`src/hw/socr_pkg.sv`:
```
// Package for the synthesizer output configuration register bank.
// Assumes a 32-bit APB slave, one 16-bit register per aligned word.
package socr_pkg;

   // ----------------------------------------------------------------
   // Register indices (byte address is four times the index)
   // ----------------------------------------------------------------
   localparam logic [7:0] IDX_OUTPUT_A_LEVEL_AND_MODULATOR_CTRL = 8'h2c;
   localparam logic [7:0] IDX_OUTPUT_B_LEVEL_AND_A_SOURCE       = 8'h2d;
   localparam logic [7:0] IDX_OUTPUT_B_SOURCE_SELECT            = 8'h2e;
   localparam logic [7:0] IDX_FIXED_SETTING_2F                  = 8'h2f;
   localparam logic [7:0] IDX_FIXED_SETTING_30                  = 8'h30;
   localparam logic [7:0] IDX_FIXED_SETTING_31                  = 8'h31;
   localparam logic [7:0] IDX_FIXED_SETTING_32                  = 8'h32;
   localparam logic [7:0] IDX_FIXED_SETTING_33                  = 8'h33;
   localparam logic [7:0] IDX_FIXED_SETTING_34                  = 8'h34;
   localparam logic [7:0] IDX_FIXED_SETTING_35                  = 8'h35;
   localparam logic [7:0] IDX_FIXED_SETTING_36                  = 8'h36;
   localparam logic [7:0] IDX_FIXED_SETTING_37                  = 8'h37;
   localparam logic [7:0] IDX_FIXED_SETTING_38                  = 8'h38;
   localparam int         NUM_REGS = 13;                      // Registers in the bank
   localparam logic [7:0] IDX_FIRST = IDX_OUTPUT_A_LEVEL_AND_MODULATOR_CTRL;
   localparam logic [7:0] IDX_LAST  = IDX_FIXED_SETTING_38;

   // ----------------------------------------------------------------
   // Field positions
   // ----------------------------------------------------------------
   localparam int DRIVE_A_LSB   = 8;                          // First output level 13:8
   localparam int DRIVE_W       = 6;                          // Level field width
   localparam int PD_B_BIT      = 7;                          // Second output power-down
   localparam int PD_A_BIT      = 6;                          // First output power-down
   localparam int MOD_RST_BIT   = 5;                          // Modulator reset, low active
   localparam int MOD_ORDER_LSB = 0;                          // Modulator order 2:0
   localparam int MOD_ORDER_W   = 3;
   localparam int SRC_A_LSB     = 11;                         // First output source 12:11
   localparam int SRC_W         = 2;
   localparam int DRIVE_B_LSB   = 0;                          // Second output level 5:0
   localparam int SRC_B_LSB     = 0;                          // Second output source 1:0

   // ----------------------------------------------------------------
   // Modulator order and source codes
   // ----------------------------------------------------------------
   typedef enum logic [2:0] {
      SOCR_ORDER_INTEGER = 3'h0,
      SOCR_ORDER_FIRST   = 3'h1,
      SOCR_ORDER_SECOND  = 3'h2,
      SOCR_ORDER_THIRD   = 3'h3
   } socr_order_t;
   localparam logic [1:0] SRC_CHANNEL_DIV = 2'h0;             // Channel divider
   localparam logic [1:0] SRC_OSCILLATOR  = 2'h1;             // Oscillator direct
   localparam logic [1:0] SRC_SYS_REF     = 2'h2;             // System reference (B only)

   // ----------------------------------------------------------------
   // Reset values, listed from index 0x38 down to 0x2c
   // ----------------------------------------------------------------
   localparam logic [NUM_REGS-1:0][15:0] REG_RESET = {
      16'h0000, 16'h0000, 16'h0000, 16'h0000, 16'h0420, 16'h0080, 16'h0080,
      16'h4180, 16'h03e0, 16'h0300, 16'h07f0, 16'hc622, 16'h22a2
   };

endpackage : socr_pkg

```
`src/hw/socr_regs.sv`:
```
// Output and modulator configuration register bank behind an APB slave.
// Assumes an APB master on pclk; outputs feed output buffers and modulator.
// Reserved fields are plain storage; software loads their fixed values.
// One clock; pready always answers in the first access cycle.
`timescale 1ns/1ns

module socr_regs #(
   parameter int ADDR_W = 12                                  // APB address width
) (
   // Clock, reset and APB slave
   input  wire logic                          pclk,
   input  wire logic                          presetn,
   input  wire logic                          psel,
   input  wire logic                          penable,
   input  wire logic                          pwrite,
   input  wire logic [ADDR_W-1:0]             paddr,
   input  wire logic [31:0]                   pwdata,
   input  wire logic [3:0]                    pstrb,
   output logic                               pready,
   output logic [31:0]                        prdata,
   output logic                               pslverr,
   // Analog output and modulator controls, each straight from a flip-flop
   output logic [socr_pkg::DRIVE_W-1:0]       first_output_drive_current,
   output logic [socr_pkg::DRIVE_W-1:0]       second_output_drive_current,
   output logic                               first_output_powerdown,
   output logic                               second_output_powerdown,
   output logic                               modulator_reset_low,
   output logic [socr_pkg::MOD_ORDER_W-1:0]   modulator_order_select,
   output logic [socr_pkg::SRC_W-1:0]         first_output_source_select,
   output logic [socr_pkg::SRC_W-1:0]         second_output_source_select
);
   import socr_pkg::*;

   // ----------------------------------------------------------------
   // Elaboration check
   // ----------------------------------------------------------------
   // The last register sits at byte 0xe0, so eight address bits are needed
   if (ADDR_W < 8 || ADDR_W > 32) begin : g_bad_addr_w
      $error("socr_regs: ADDR_W must be 8 to 32");
   end

   // The bank is addressed by slot; the map must be dense and fit five bits
   // A wider bus gains nothing, a narrower one could not reach the top word
   if (NUM_REGS != int'(IDX_LAST) - int'(IDX_FIRST) + 1 || NUM_REGS > 32) begin : g_bad_map
      $error("socr_regs: register map is not dense or too large");
   end

   // ----------------------------------------------------------------
   // State
   // ----------------------------------------------------------------
   // All state lives in one packed struct: the bank words and the bus answer.
   // The answer fields are loaded in setup and cleared on completion.
   typedef struct packed {
      logic [NUM_REGS-1:0][15:0] regs;                        // Register contents
      logic                      ready;                       // Access-phase answer
      logic                      err;                         // Unmapped address
      logic [31:0]               rdata;                       // Captured read data
   } socr_state_t;

   socr_state_t state;                                        // Registered state
   socr_state_t next_state;                                   // Next value of state

   // ----------------------------------------------------------------
   // Helper functions
   // ----------------------------------------------------------------
   // Turns a byte address into a bank slot; valid low when unmapped
   // Misaligned or out-of-range addresses leave the slot meaningless, so
   // every user of the slot must qualify it with the valid flag first.
   function automatic logic [4:0] slot_of(input logic [ADDR_W-1:0] addr,
                                          output logic valid);
      logic [ADDR_W-1:0] word;
      word  = addr >> 2;
      valid = (addr[1:0] == 2'h0) &&
              (word >= ADDR_W'(IDX_FIRST)) && (word <= ADDR_W'(IDX_LAST));
      return 5'(word - ADDR_W'(IDX_FIRST));
   endfunction : slot_of

   // Merges write data into a 16-bit word through the two low byte lanes
   // Lanes 2 and 3 have no storage behind them and are ignored.
   function automatic logic [15:0] merge(input logic [15:0] old,
                                         input logic [31:0] wd,
                                         input logic [3:0]  strb);
      logic [15:0] res;
      res = old;
      if (strb[0]) begin
         res[7:0] = wd[7:0];
      end
      if (strb[1]) begin
         res[15:8] = wd[15:8];
      end
      return res;
   endfunction : merge

   // ----------------------------------------------------------------
   // Decode of the current request
   // ----------------------------------------------------------------
   // Address map, byte address = index * 4:
   //   0xb0  output A level, power-downs, modulator reset and order
   //   0xb4  output B level, output A source, fixed reserved fields
   //   0xb8  output B source, fixed reserved field above it
   //   0xbc  fixed setting, loaded with 0x300 by software
   //   0xc0  fixed setting, loaded with 0x300 by software
   //   0xc4  fixed setting, loaded with 0x4180 by software
   //   0xc8  fixed setting, loaded with zero by software
   //   0xcc  fixed setting, loaded with 0x80 by software
   //   0xd0  fixed setting, loaded with 0x420 by software
   //   0xd4 to 0xe0  fixed settings, loaded with zero by software
   // Any other address, or one not word aligned, is refused with pslverr.
   // The bank never enforces the software values: every bit is storage.

   logic       hit;                                           // Address is mapped
   logic [4:0] slot;                                          // Bank slot of address
   logic       setup;                                         // Setup cycle
   logic       fire;                                          // Completing access

   always_comb begin
      // Setup: select without enable; fire: access with the answer standing
      slot  = slot_of(paddr, hit);
      setup = psel && !penable;
      fire  = psel && penable && state.ready;
   end

   // ----------------------------------------------------------------
   // Next-state logic
   // ----------------------------------------------------------------
   // The answer is prepared in the setup cycle, so pready rises in the
   // first access cycle and every transfer has no wait state.
   // Cycle by cycle:
   //   setup edge     : read word, error flag and pready are loaded
   //   access cycle   : pready, prdata and pslverr stand for this cycle
   //   completing edge: the write lands and the answer is cleared
   // Read data are taken in setup; no write can slip in before the access.
   always_comb begin
      next_state       = state;
      next_state.ready = setup;
      if (setup) begin
         next_state.err   = !hit;                             // Unmapped answers with error
         next_state.rdata = hit ? {16'h0000, state.regs[slot]} : 32'h0000_0000;
      end else if (fire) begin
         next_state.err   = 1'b0;
         next_state.rdata = 32'h0000_0000;
      end
      // Writes land only at the completing edge, never on unmapped slots
      // Byte lanes left low keep the stored byte
      if (fire && pwrite && hit) begin
         next_state.regs[slot] = merge(state.regs[slot], pwdata, pstrb);
      end
   end

   // ----------------------------------------------------------------
   // State register
   // ----------------------------------------------------------------
   // Asynchronous clear to the reset words; the bus answer starts idle
   // so no stale pready can follow a reset in mid-transfer
   always_ff @(posedge pclk or negedge presetn) begin
      if (!presetn) begin
         state.regs  <= REG_RESET;
         state.ready <= 1'b0;
         state.err   <= 1'b0;
         state.rdata <= 32'h0000_0000;
      end else begin
         state <= next_state;
      end
   end

   // ----------------------------------------------------------------
   // Outputs, all taken from the state flip-flops
   // ----------------------------------------------------------------
   // Slots count from the first register of the bank
   localparam int S44 = 0;                                    // Slot of 0x2c
   localparam int S45 = 1;                                    // Slot of 0x2d
   localparam int S46 = 2;                                    // Slot of 0x2e

   // Bus answer
   assign pready  = state.ready;
   assign pslverr = state.err;
   assign prdata  = state.rdata;

   // The controls are wired straight from the stored words, so each one
   // changes in the cycle after the write that completes on its register.
   // Unused order codes 4 to 7 and the reserved source codes are driven
   // as written; software must not hand them to the analog side.

   // Analog and modulator controls
   assign first_output_drive_current  = state.regs[S44][DRIVE_A_LSB +: DRIVE_W];
   assign second_output_drive_current = state.regs[S45][DRIVE_B_LSB +: DRIVE_W];
   assign second_output_powerdown     = state.regs[S44][PD_B_BIT];
   assign first_output_powerdown      = state.regs[S44][PD_A_BIT];
   assign modulator_reset_low         = state.regs[S44][MOD_RST_BIT];
   assign modulator_order_select      = state.regs[S44][MOD_ORDER_LSB +: MOD_ORDER_W];
   assign first_output_source_select  = state.regs[S45][SRC_A_LSB +: SRC_W];
   assign second_output_source_select = state.regs[S46][SRC_B_LSB +: SRC_W];

   // Each check watches design state or outputs; the bus inputs qualify
   // when a check applies and supply the expected write data.

   // Helper: a full-word write that completes this cycle
   logic wr_full;                                             // Both low lanes written
   always_comb begin
      wr_full = fire && pwrite && hit && (pstrb[1:0] == 2'h3);
   end
endmodule : socr_regs

```
`config.mk`:
```
export PLATFORM = sky130hd
export DESIGN_NAME = socr_regs
export DESIGN_NICKNAME = d
export VERILOG_FILES = /design/src/hw/socr_pkg.sv /design/src/hw/socr_regs.sv
export SDC_FILE = /design/constraint.sdc
export NUM_CORES = 1
export LEC_CHECK = 0
export BUFFER_PORTS_ARGS = -buffer_cell sky130_fd_sc_hd__buf_2
export CORE_MARGIN = 3
export CORE_UTILIZATION = 40
export DETAILED_ROUTE_END_ITERATION = 12
export PLACE_DENSITY = 0.69
export SETUP_SLACK_MARGIN = 0.15
export SKIP_LAST_GASP = 1
export SLEW_MARGIN = 20
export SYNTH_ARGS = -nofsm -noshare
export SYNTH_HDL_FRONTEND = slang
export SYNTH_SLANG_ARGS = --single-unit
```
`constraint.sdc`:
```
create_clock -name pclk -period 2 [get_ports pclk]
set_clock_uncertainty 0.05 [all_clocks]
set_input_delay 0.4 -clock pclk [delete_from_list [all_inputs] [get_ports pclk]]
set_output_delay 0.4 -clock pclk [all_outputs]
set_load 0.005 [all_outputs]
```
==> results of run 1 <==
## state kept, by name, indices dropped and copies added (netlist names)
register,flops
first_output_powerdown,1
prdata,16
second_output_powerdown,1
second_output_drive_current,6
pslverr,1
modulator_order_select,3
modulator_reset_low,1
first_output_source_select,2
state,186
second_output_source_select,2
first_output_drive_current,6
pready,1
## worst min-delay path by stage
| stage | start | end | slack (ns) | depth (start not counted) |
|---|---|---|---|---|
| after floorplan | presetn | first_output_drive_current[0] | 0.05 | 0 |
| after global placement | presetn | state[202] | 0.18 | 1 |
| after detailed placement | presetn | state[202] | 0.18 | 1 |
| after CTS | penable | pready | 0.04 | 2 |
| after global routing | penable | pready | 0.06 | 2 |
| final | penable | pready | 0.06 | 2 |
## cell type report
type	count	share of cell area, %
Clock inverter	14	1.19
Inverter	3	0.0713
Multi-Input combinational cell	717	37.7
Clock buffer	34	4.76
Tap cell	378	3.00
Sequential cell	226	36.1
Timing Repair Buffer	257	17.2
## metal layers
layer	routed length, um	track usage [%]	vias to the layer above	part of all wire, %
li1	-	-	4047	-
met1	14400	26.4	4558	41
met2	17200	31.8	390	48
met3	2590	3.22	72	7.3
met4	1290	5.96	0	3.6
met5	0	0	-	0
## timing repair
item	in CTS	in global routing
gates resized for setup	11	209
hold buffers	1	0
pin swaps	4	66
endpoints found under the hold margin	194	0
cloned	3	20
setup endpoints to repair	208	208
setup buffers	6	20
## placed cells by master, fill, tap and decap left out, types with 8 or more instances in the layout
| cell type | instances |
|---|---|
| a32oi_1 | 8 |
| a221oi_1 | 9 |
| a21oi_2 | 8 |
| mux4_2 | 16 |
| a21oi_1 | 9 |
| a21o_1 | 16 |
| nand2_1 | 100 |
| o21a_4 | 8 |
| buf_6 | 22 |
| a22o_1 | 16 |
| nand2_2 | 72 |
| a22oi_1 | 16 |
| nor2_1 | 18 |
| buf_4 | 98 |
| o21ai_2 | 144 |
| dfrtp_1 | 194 |
| o21a_1 | 8 |
| clkbuf_16 | 39 |
| buf_12 | 45 |
| buf_2 | 70 |
| o21ai_1 | 43 |
| nand4_4 | 10 |
| mux2i_1 | 64 |
| nand3_1 | 16 |
| conb_1 | 16 |
| dfstp_2 | 32 |
| nand2b_4 | 10 |
| nand2_4 | 53 |
## kinds of logic (layout without fill, tap and decap cells)
group	count (synthesis)	after routing	synth area share, %
simple gates	304	304	12.6
fa+ha+maj	5	5	0.537
mux	80	80	8.59
other cells	1	16	0.0322
flops	226	226	48.9
compound gates	308	311	19.6
buf+inv	147	308	9.59
xor+xnor	1	1	0.0752
## Yosys cell counts (all sizes together)
| master | instances |
|---|---|
| nand2 | 225 |
| dfrtp | 194 |
| o21ai | 194 |
| buf | 120 |
| mux2i | 64 |
| dfstp | 32 |
| clkbuf | 24 |
| nor2 | 19 |
| a21oi | 17 |
| a21o | 16 |
| a221oi | 16 |
| a22o | 16 |
| a22oi | 16 |
| a32oi | 16 |
| mux4 | 16 |
| nand2b | 16 |
| nand3 | 16 |
| o21a | 16 |
| nand4 | 13 |
| nor2b | 7 |
| ha | 5 |
| inv | 3 |
| and2 | 2 |
| a311oi | 1 |
| and3 | 1 |
| conb | 1 |
| nor3b | 1 |
| nor4 | 1 |
| nor4b | 1 |
| or3b | 1 |
| or4b | 1 |
| xnor2 | 1 |
## power groups by stage
stage	Sequential, mW	Combinational [mW]	Clock [mW]
final	4.58	1.27	5.09
after global routing	4.58	1.34	5.36
after CTS	4.58	1.11	5.15
after detailed placement	4.66	1.09	0
after global placement	4.66	1.08	0
after floorplan	4.67	0.579	0
## worst max-delay path, cell delays in order
cell and delay (ns):
clkbuf_4 0.16, ha_1 0.14, or3b_4 0.39, a311oi_4 0.32
buf_6 0.18, buf_12 0.11, nand4_4 0.18, buf_12 0.23
nand2_1 0.08, o21ai_0 0.10
==> flow_summary_export.csv, run 1 <==
group,metric,value,unit
outcome,status,"finished, final reports clean",
sta,finalHoldViolCount,0,
routing,first_pass_iters,5,
worst_setup_path,crit_fanout,8,
floorplanning,dieArea,0.0312,sq mm
floorplanning,io_pins,109,
sta,maxSlewViolCount,0,
worst_setup_path,crit_type,"in -> reg",
worst_setup_path,r2r-end,"state[209]",
clocking,htreeDepth,1,
pwr,power.switching,2.68,mW
routing,drt_iter0_drc,730,
cells_and_area,fin_util,55.9,%
pwr,combPwrFrac,11.6,%
cells_and_area,design_area,0.0158,sq mm
yosys,ys_seq_elements,226,
placement,dpl-instance-area,0.0132,sq mm
floorplanning,initial_utilization,41.2,%
routing,wl,35400,um
worst_setup_path,cp-startpoint,"paddr[5]",
cells_and_area,final_cell_count_no_fill,1629,
routing,drt-vias-per-instance,5.57,
global_routing,antenna_found_initial,0,
routing,drc,0,
cells_and_area,multi_input_area,0.00595,sq mm
placement,placed_cells,1531,
yosys,synth_top_area_share,41.7,%
routing,vias,9067,
global_routing,grt_max_degree,68,
sta,rsz0062_at_grt,"true",
pwr,p_total,10.9,mW
worst_setup_path,regToRegSetupSlack,0.07,ns
pwr,peakVddDrop,0.615,mV
global_routing,grt.total_usage,19.3,%
sta,setup_tns,0,ns
global_routing,grt_pass1_wl,47600,um
global_routing,gr-total-overflow,0,
worst_setup_path,worstPathRequired,2.34,ns
cells_and_area,antenna_cells,0,
cells_and_area,layout.filler_cells,2248,
global_routing,grt_pass1_vias,8444,
sta,maxSlewHeadroom,57.5,%
worst_setup_path,r2r-start,"pready",
yosys,yosysWarnings,0,
sta,setup_slack,0.0374,ns
placement,pre_cts_ws,-0.534,ns
clocking,cts_root_buf,"clkbuf_16",
placement,portBuffers,74,
cells_and_area,syn_to_final_growth,35.5,%
clocking,cts_tree,"built",
cells_and_area,final_layout_size_suffix_gt1_share,54.7,%
cells_and_area,seq_area,0.00570,sq mm
pwr,swShare,24.4,%
sta,tightest_slew,0.637,ns
worst_setup_path,crit_end,"state[209]",
job,drv_cap,0,
worst_setup_path,cp.arrival,2.30,ns
clocking,numCtsBuffers,26,
pwr,power_leakage,7.22,nW
clocking,clock_latency,0.54,ns
routing,route.detailed.wl_per_inst,21.8,um
yosys,avgSynthCellArea,10.9,sq um
pwr,intPower,8.27,mW
worst_hold_path,hold_path_class,"in -> reg",
routing,ant_nets,0,
yosys,synth_area_leaders,"dfrtp_1 (42%), o21ai_2 (8.7%), nand2_1 (7.3%)",
floorplanning,coreArea,0.0282,sq mm
sta,period_minus_slack,1.96,ns
worst_setup_path,startpoint_type,"primary input",
clocking,clock_path_buffers,3,
cells_and_area,fin_nets,1289,
clocking,cts_sinks,226,
yosys,netlist_area,0.0116,sq mm
floorplanning,placementRows,61,
sta,setup_viol,0,
sta,worst_hold_slack,0.0560,ns
pwr,p_clk_share,46.5,%
yosys,synth_cells,1072,
sta,max_freq,510,MHz
clocking,clk_pin_slew_worst_paths,0.06,ns
yosys,yosysTopAreaCell,"dfrtp_1",
placement,place_congestion,0.826,
yosys,ys_seq_area_share,48.9,%
floorplanning,dieWidth,177,um
placement,dp_hpwl,20200,um
sta,finalCritPeriodShare,98.1,%
pwr,p_per_area,693,mW/mm^2
worst_setup_path,rr_worst_depth,8,
pwr,seqPwrFrac,41.9,%
worst_setup_path,cp-end-kind,"flop",
floorplanning,fp.dieH,177,um
yosys,ys_types,41,
(Power assumes the default switching activity.)
==> run 2, diff against run 1 <==
--- a/config.mk
+++ b/config.mk
@@ -9,7 +9,6 @@
 export CORE_MARGIN = 3
 export CORE_UTILIZATION = 40
 export DETAILED_ROUTE_END_ITERATION = 12
-export PLACE_DENSITY = 0.69
 export SETUP_SLACK_MARGIN = 0.15
 export SKIP_LAST_GASP = 1
 export SLEW_MARGIN = 20
==> run 2 against run 1 <==
Die area unchanged. Sequential power about the same. Design area down 7.6%. Final cell count down 2.9%. Setup slack better by 0.099 ns. Non-clock buffer count down 44. Count of clock-buffer cells in the layout up 2. Fmax up 5.3%. Wire length down 8.4%. Global-route usage up 0.12 points. Critical path depth down 4. Hold slack worse by 0.012 ns. Critical path type is now reg -> reg. Largest power group unchanged.
==> flow_summary_export.csv, run 2 (synthesized netlist as in run 1, its figures left out) <==
group,metric,value,unit
global_routing,use_met1,27.4,%
routing,wl,32400,um
cells_and_area,layout.filler_cells,2505,
pwr,seqPwrFrac,44.0,%
worst_setup_path,cp-end-kind,"flop",
floorplanning,io_pins,109,
global_routing,met2_usage,32.4,%
cells_and_area,final_layout_size_suffix_gt1_share,47.5,%
cells_and_area,syn_to_final_growth,25.3,%
pwr,peakVddDrop,0.551,mV
clocking,cts_sinks,226,
floorplanning,dieWidth,177,um
routing,drt-vias-per-instance,5.29,
pwr,p_total,10.4,mW
routing,drc,0,
cells_and_area,antenna_cells,0,
outcome,status,"finished, final reports clean",
job,drv_cap,0,
worst_hold_path,hold_path_class,"in -> reg",
floorplanning,placementRows,61,
global_routing,gr-total-overflow,0,
sta,finalCritPeriodShare,93.2,%
pwr,p_clk_share,44.2,%
routing,ant_nets,0,
cells_and_area,fin_nets,1244,
global_routing,grt_pass1_wl,47700,um
worst_setup_path,crit_chain,"nand2b_1, mux4_2, a32oi_1, o21a_1, buf_12, o21ai_1",
pwr,combPwrFrac,11.8,%
worst_setup_path,crit_fanout,13,
placement,portBuffers,74,
clocking,clock_path_buffers,3,
global_routing,grt_pass1_vias,8126,
pwr,power_leakage,6.73,nW
worst_setup_path,cp_slowest_stage_delay,0.47,ns
cells_and_area,mostFrequentLayoutCells,"dfrtp_1 (194), nand2_1 (142), o21ai_2 (136)",
global_routing,grt.met3_usage,2.08,%
placement,dp_hpwl,20100,um
clocking,htreeDepth,1,
floorplanning,coreArea,0.0282,sq mm
cells_and_area,top_register,"state",
floorplanning,initial_utilization,41.2,%
floorplanning,fp.dieH,177,um
floorplanning,dieArea,0.0312,sq mm
sta,setup_viol,0,
clocking,cts_tree,"built",
sta,maxSlewViolCount,0,
global_routing,grt_busiest_layer,"met2",
worst_setup_path,cp_slowest_cell,"mux4_2",
clocking,clock_latency,0.52,ns
worst_setup_path,worstPathRequired,2.35,ns
sta,maxSlewHeadroom,32.1,%
routing,vias,8365,
worst_setup_path,crit_type,"reg -> reg",
clocking,cts_root_buf,"clkbuf_16",
worst_setup_path,startpoint_type,"flop",
global_routing,antenna_found_initial,0,
sta,finalHoldViolCount,0,
pwr,intPower,7.85,mW
sta,period_minus_slack,1.86,ns
sta,max_freq,537,MHz
pwr,swShare,24.7,%
routing,first_pass_iters,5,
cells_and_area,final_common_cell,"dfrtp_1",
routing,drt_iter0_drc,738,
pwr,power.switching,2.57,mW
routing,route.detailed.wl_per_inst,20.5,um
sta,rsz0062_at_grt,"true",
global_routing,grt.total_usage,19.5,%
clocking,clk_pin_slew_worst_paths,0.06,ns
global_routing,grt_max_degree,59,
sta,tightest_slew,1.01,ns
pwr,p_per_area,714,mW/mm^2
placement,place_congestion,0.777,
cells_and_area,largest_reg_flops,186,
sta,setup_tns,0,ns
worst_setup_path,cp.arrival,2.22,ns
clocking,numCtsBuffers,25,
-- run 2: cell count changes in the layout (fill, tap and decap cells not counted), moves of 4 or more --
cell       delta
nand2_4      -52
nand2_1      +42
buf_4        -17
buf_6        -14
nand2_2      +10
nand2b_1      +9
nand2b_4      -9
o21ai_2       -8
o21ai_1       +7
clkbuf_16     -5
clkbuf_1      +4
-- run 2: per-stage QoR --
| step | hold WS, ns | worst slack (ns) | instances | util (%) | cell area, sq um |
|---|---|---|---|---|---|
| 3_3_place_gp | 0.246 | -0.339 | 1513 | 46.4 | 13100 |
| 4_1_cts | 0.0268 | 0.146 | 1558 | 49.5 | 14000 |
| 5_1_grt | 0.0494 | 0.0751 | 1581 | 51.7 | 14600 |
| 2_1_floorplan | 0.0544 | -0.450 | 1087 | - | 12100 |
| 6_report | 0.0440 | 0.137 | 1581 | 51.7 | 14600 |
| 3_5_place_dp | 0.245 | -0.363 | 1513 | 46.4 | 13100 |
-- run 2: worst paths after layout --
path	slack (ns)	endpoint	start	cells after the start
setup / recovery	0.14	first_output_source_select[0]	state[173]	6
hold / removal	0.04	pready	penable	2
setup reg to reg	0.14	first_output_source_select[0]	state[173]	6
hold reg to reg	0.41	state[172]	state[172]	2
max in group asynchronous	0.87	first_output_drive_current[5]	presetn	3
min in group asynchronous	0.29	prdata[14]	presetn	2
-- run 2: area by class of cell --
type	instances	area, sq um	area share [%]
Clock inverter	8	93.8	0.643
Sequential cell	226	5700	39.0
Tap cell	378	473	3.24
Timing Repair Buffer	213	2140	14.7
Multi-Input combinational cell	717	5450	37.3
Inverter	3	11.3	0.0772
Clock buffer	36	727	4.98
-- run 2: per-layer routing --
layer,routed length [um],part of all wire [%]
met1,14100,43
met2,16000,49
met3,1520,4.7
met4,832,2.6
met5,0,0
-- run 2: repair_timing --
action | CTS | global route
endpoints found under the hold margin | 29 | 0
buffers inserted | 0 | 11
pin swaps | 0 | 54
resized for setup | 3 | 70
endpoints found under the setup margin | 41 | 203
hold buffers | 1 | 0
gates cloned | 0 | 12
-- run 2: power groups by stage --
stage          clock network [mW]  registers [mW]  logic [mW]
2_1_floorplan                   0            4.67       0.579
3_3_place_gp                    0            4.66        1.07
3_5_place_dp                    0            4.66        1.07
4_1_cts                      4.69            4.58        1.09
5_1_grt                      4.90            4.58        1.31
6_report                     4.61            4.58        1.23
-- run 2: critical path: cells and delay by family, from the launching register on --
family          cells  cell delay (ns)
buf+inv             1             0.16
flops               1             0.39
simple gates        1             0.15
mux                 1             0.47
compound gates      3             0.51
==> run 3, diff against run 2 <==
--- a/config.mk
+++ b/config.mk
@@ -9,6 +9,7 @@
 export CORE_MARGIN = 3
 export CORE_UTILIZATION = 40
 export DETAILED_ROUTE_END_ITERATION = 12
+export REMOVE_ABC_BUFFERS = 1
 export SETUP_SLACK_MARGIN = 0.15
 export SKIP_LAST_GASP = 1
 export SLEW_MARGIN = 20
==> run 3 against run 2 <==
First-iteration DRC count is 14% lower. Wire length up 5.8%. Final cell count is 2.5% higher. Setup slack lost 0.065 ns. Register-to-register slack about the same. Sequential power is essentially flat. Via count is 3.5% higher. Non-clock buffer count rose by 37. Critical path type is now in -> reg. Largest cell class unchanged. Largest power group unchanged.
==> flow_summary_export.csv, run 3 (synthesized netlist as in run 1, its figures left out) <==
group,metric,value,unit
outcome,status,"finished, final reports clean",
routing,ant_nets,0,
cells_and_area,fin_nets,1280,
sta,setup_viol,0,
pwr,intPower,7.90,mW
job,drv_cap,0,
pwr,combPwrFrac,11.4,%
routing,vias,8657,
pwr,swShare,24.7,%
clocking,clock_latency,0.53,ns
sta,setup_tns,0,ns
cells_and_area,final_layout_size_suffix_gt1_share,44.5,%
floorplanning,placementRows,61,
cells_and_area,top_register,"state",
global_routing,grt.total_usage,20.0,%
global_routing,grt_pass1_wl,49000,um
floorplanning,io_pins,109,
worst_setup_path,cp_slowest_cell,"or3b_4",
routing,route.detailed.wl_per_inst,21.2,um
sta,rsz0062_at_grt,"true",
routing,met2_length,15900,um
pwr,power.switching,2.59,mW
sta,tightest_slew,0.761,ns
floorplanning,initial_utilization,41.2,%
floorplanning,coreArea,0.0282,sq mm
clocking,cts_tree,"built",
clocking,clock_path_buffers,3,
worst_setup_path,cp.arrival,2.33,ns
cells_and_area,final_common_cell,"dfrtp_1",
cells_and_area,syn_to_final_growth,29.0,%
routing,wl_met3,1850,um
global_routing,gr-total-overflow,0,
floorplanning,dieWidth,177,um
clocking,htreeDepth,1,
routing,first_pass_iters,5,
cells_and_area,largest_reg_flops,186,
cells_and_area,fin_util,53.2,%
pwr,power_leakage,7.00,nW
worst_setup_path,cp_slowest_stage_delay,0.40,ns
worst_hold_path,hold_path_class,"in -> reg",
clocking,cts_root_buf,"clkbuf_16",
sta,finalHoldViolCount,0,
worst_setup_path,worstPathRequired,2.40,ns
clocking,numCtsBuffers,27,
worst_setup_path,startpoint_type,"primary input",
clocking,cts_sinks,226,
worst_setup_path,cp-end-kind,"flop",
sta,maxSlewViolCount,0,
floorplanning,dieArea,0.0312,sq mm
worst_setup_path,crit_chain,"buf_8, inv_6, ha_4, or3b_4, a311oi_4, buf_6, buf_12, nand4_4, clkbuf_16, o21ai_2",
floorplanning,fp.dieH,177,um
sta,finalCritPeriodShare,96.4,%
cells_and_area,antenna_cells,0,
placement,place_congestion,0.787,
routing,drt-vias-per-instance,5.34,
global_routing,grt_pass1_vias,8573,
cells_and_area,final_cell_count_no_fill,1621,
global_routing,grt_max_degree,58,
routing,wl,34300,um
routing,drc,0,
routing,wl_met1,15700,um
placement,placed_cells,1528,
worst_setup_path,crit_fanout,11,
sta,period_minus_slack,1.93,ns
worst_setup_path,crit_type,"in -> reg",
pwr,p_clk_share,44.9,%
global_routing,antenna_found_initial,0,
placement,dp_hpwl,20400,um
pwr,seqPwrFrac,43.7,%
sta,max_freq,518,MHz
clocking,clk_pin_slew_worst_paths,0.05,ns
routing,top_layer,"met4",
sta,maxSlewHeadroom,49.1,%
placement,portBuffers,74,
routing,drt_iter0_drc,632,
pwr,peakVddDrop,0.675,mV
cells_and_area,mostFrequentLayoutCells,"dfrtp_1 (194), nand2_1 (184), o21ai_2 (130)",
pwr,p_per_area,698,mW/mm^2
==> run 3: cell count changes in the layout (fill, tap and decap cells not counted), sizes merged <==
cell / previous run / this run
clkinvlp: 0 / 1
buf: 203 / 232
clkinv: 5 / 1
o21a: 19 / 16
bufinv: 2 / 0
clkbuf: 45 / 64
==> run 3: stage by stage <==
step	hold WS, ns	setup WS, ns	area, sq um	power, mW
floorplan	0.0544	-1.83	10600	5.04
global placement	0.304	-0.636	13000	5.72
detailed placement	0.304	-0.643	13000	5.73
CTS	0.0240	0.118	14000	10.4
global route	0.0425	0.0225	15000	10.9
finish	0.0488	0.0711	15000	10.5
==> run 3: final timing paths <==
path | from | end | slack, ns | cells after the start
max | paddr[4] | modulator_order_select[0] | 0.07 | 10
min | penable | pready | 0.05 | 2
max reg2reg | state[163] | state[83] | 0.14 | 6
min reg2reg | state[103] | state[103] | 0.41 | 2
max in group asynchronous | presetn | second_output_powerdown | 0.84 | 3
min in group asynchronous | presetn | state[166] | 0.35 | 2
==> run 3: worst max-delay path: cells and delay by family <==
| family | cells | cell delay, ns |
|---|---|---|
| buffers and inverters | 5 | 0.74 |
| and+or+nand+nor | 2 | 0.63 |
| adders and majority gates | 1 | 0.11 |
| AOI/OAI and AO/OA | 2 | 0.43 |
==> run 3: power by group through the flow <==
| stage | sequential [mW] | combinational, mW | clock (mW) |
|---|---|---|---|
| floorplan | 4.67 | 0.376 | 0 |
| global placement | 4.66 | 1.06 | 0 |
| detailed placement | 4.66 | 1.06 | 0 |
| CTS | 4.58 | 1.08 | 4.77 |
| global route | 4.58 | 1.27 | 5.00 |
| finish | 4.58 | 1.19 | 4.71 |
==> run 3: what timing repair did <==
item	in CTS	in global routing
endpoints found under the hold margin	34	0
gates resized for setup	24	138
gates cloned	1	19
pin swaps	2	47
buffers inserted	3	19
setup endpoints to repair	193	190
hold buffers	1	0
==> run 3: per-layer routing <==
metal,global-route usage (%),up-vias
met5,0,-
met3,3.07,70
met1,28.3,4328
met4,4.68,0
li1,-,4007
met2,32.8,252
==> run 3: layout make-up <==
| cell class | count | area, sq um |
|---|---|---|
| clock buffer | 47 | 831 |
| clock inverter | 3 | 25.0 |
| fill | 2460 | 13200 |
| inverter | 3 | 16.3 |
| multi-input combinational | 714 | 5320 |
| sequential | 226 | 5700 |
| tap | 378 | 473 |
| timing repair buffer | 250 | 2670 |
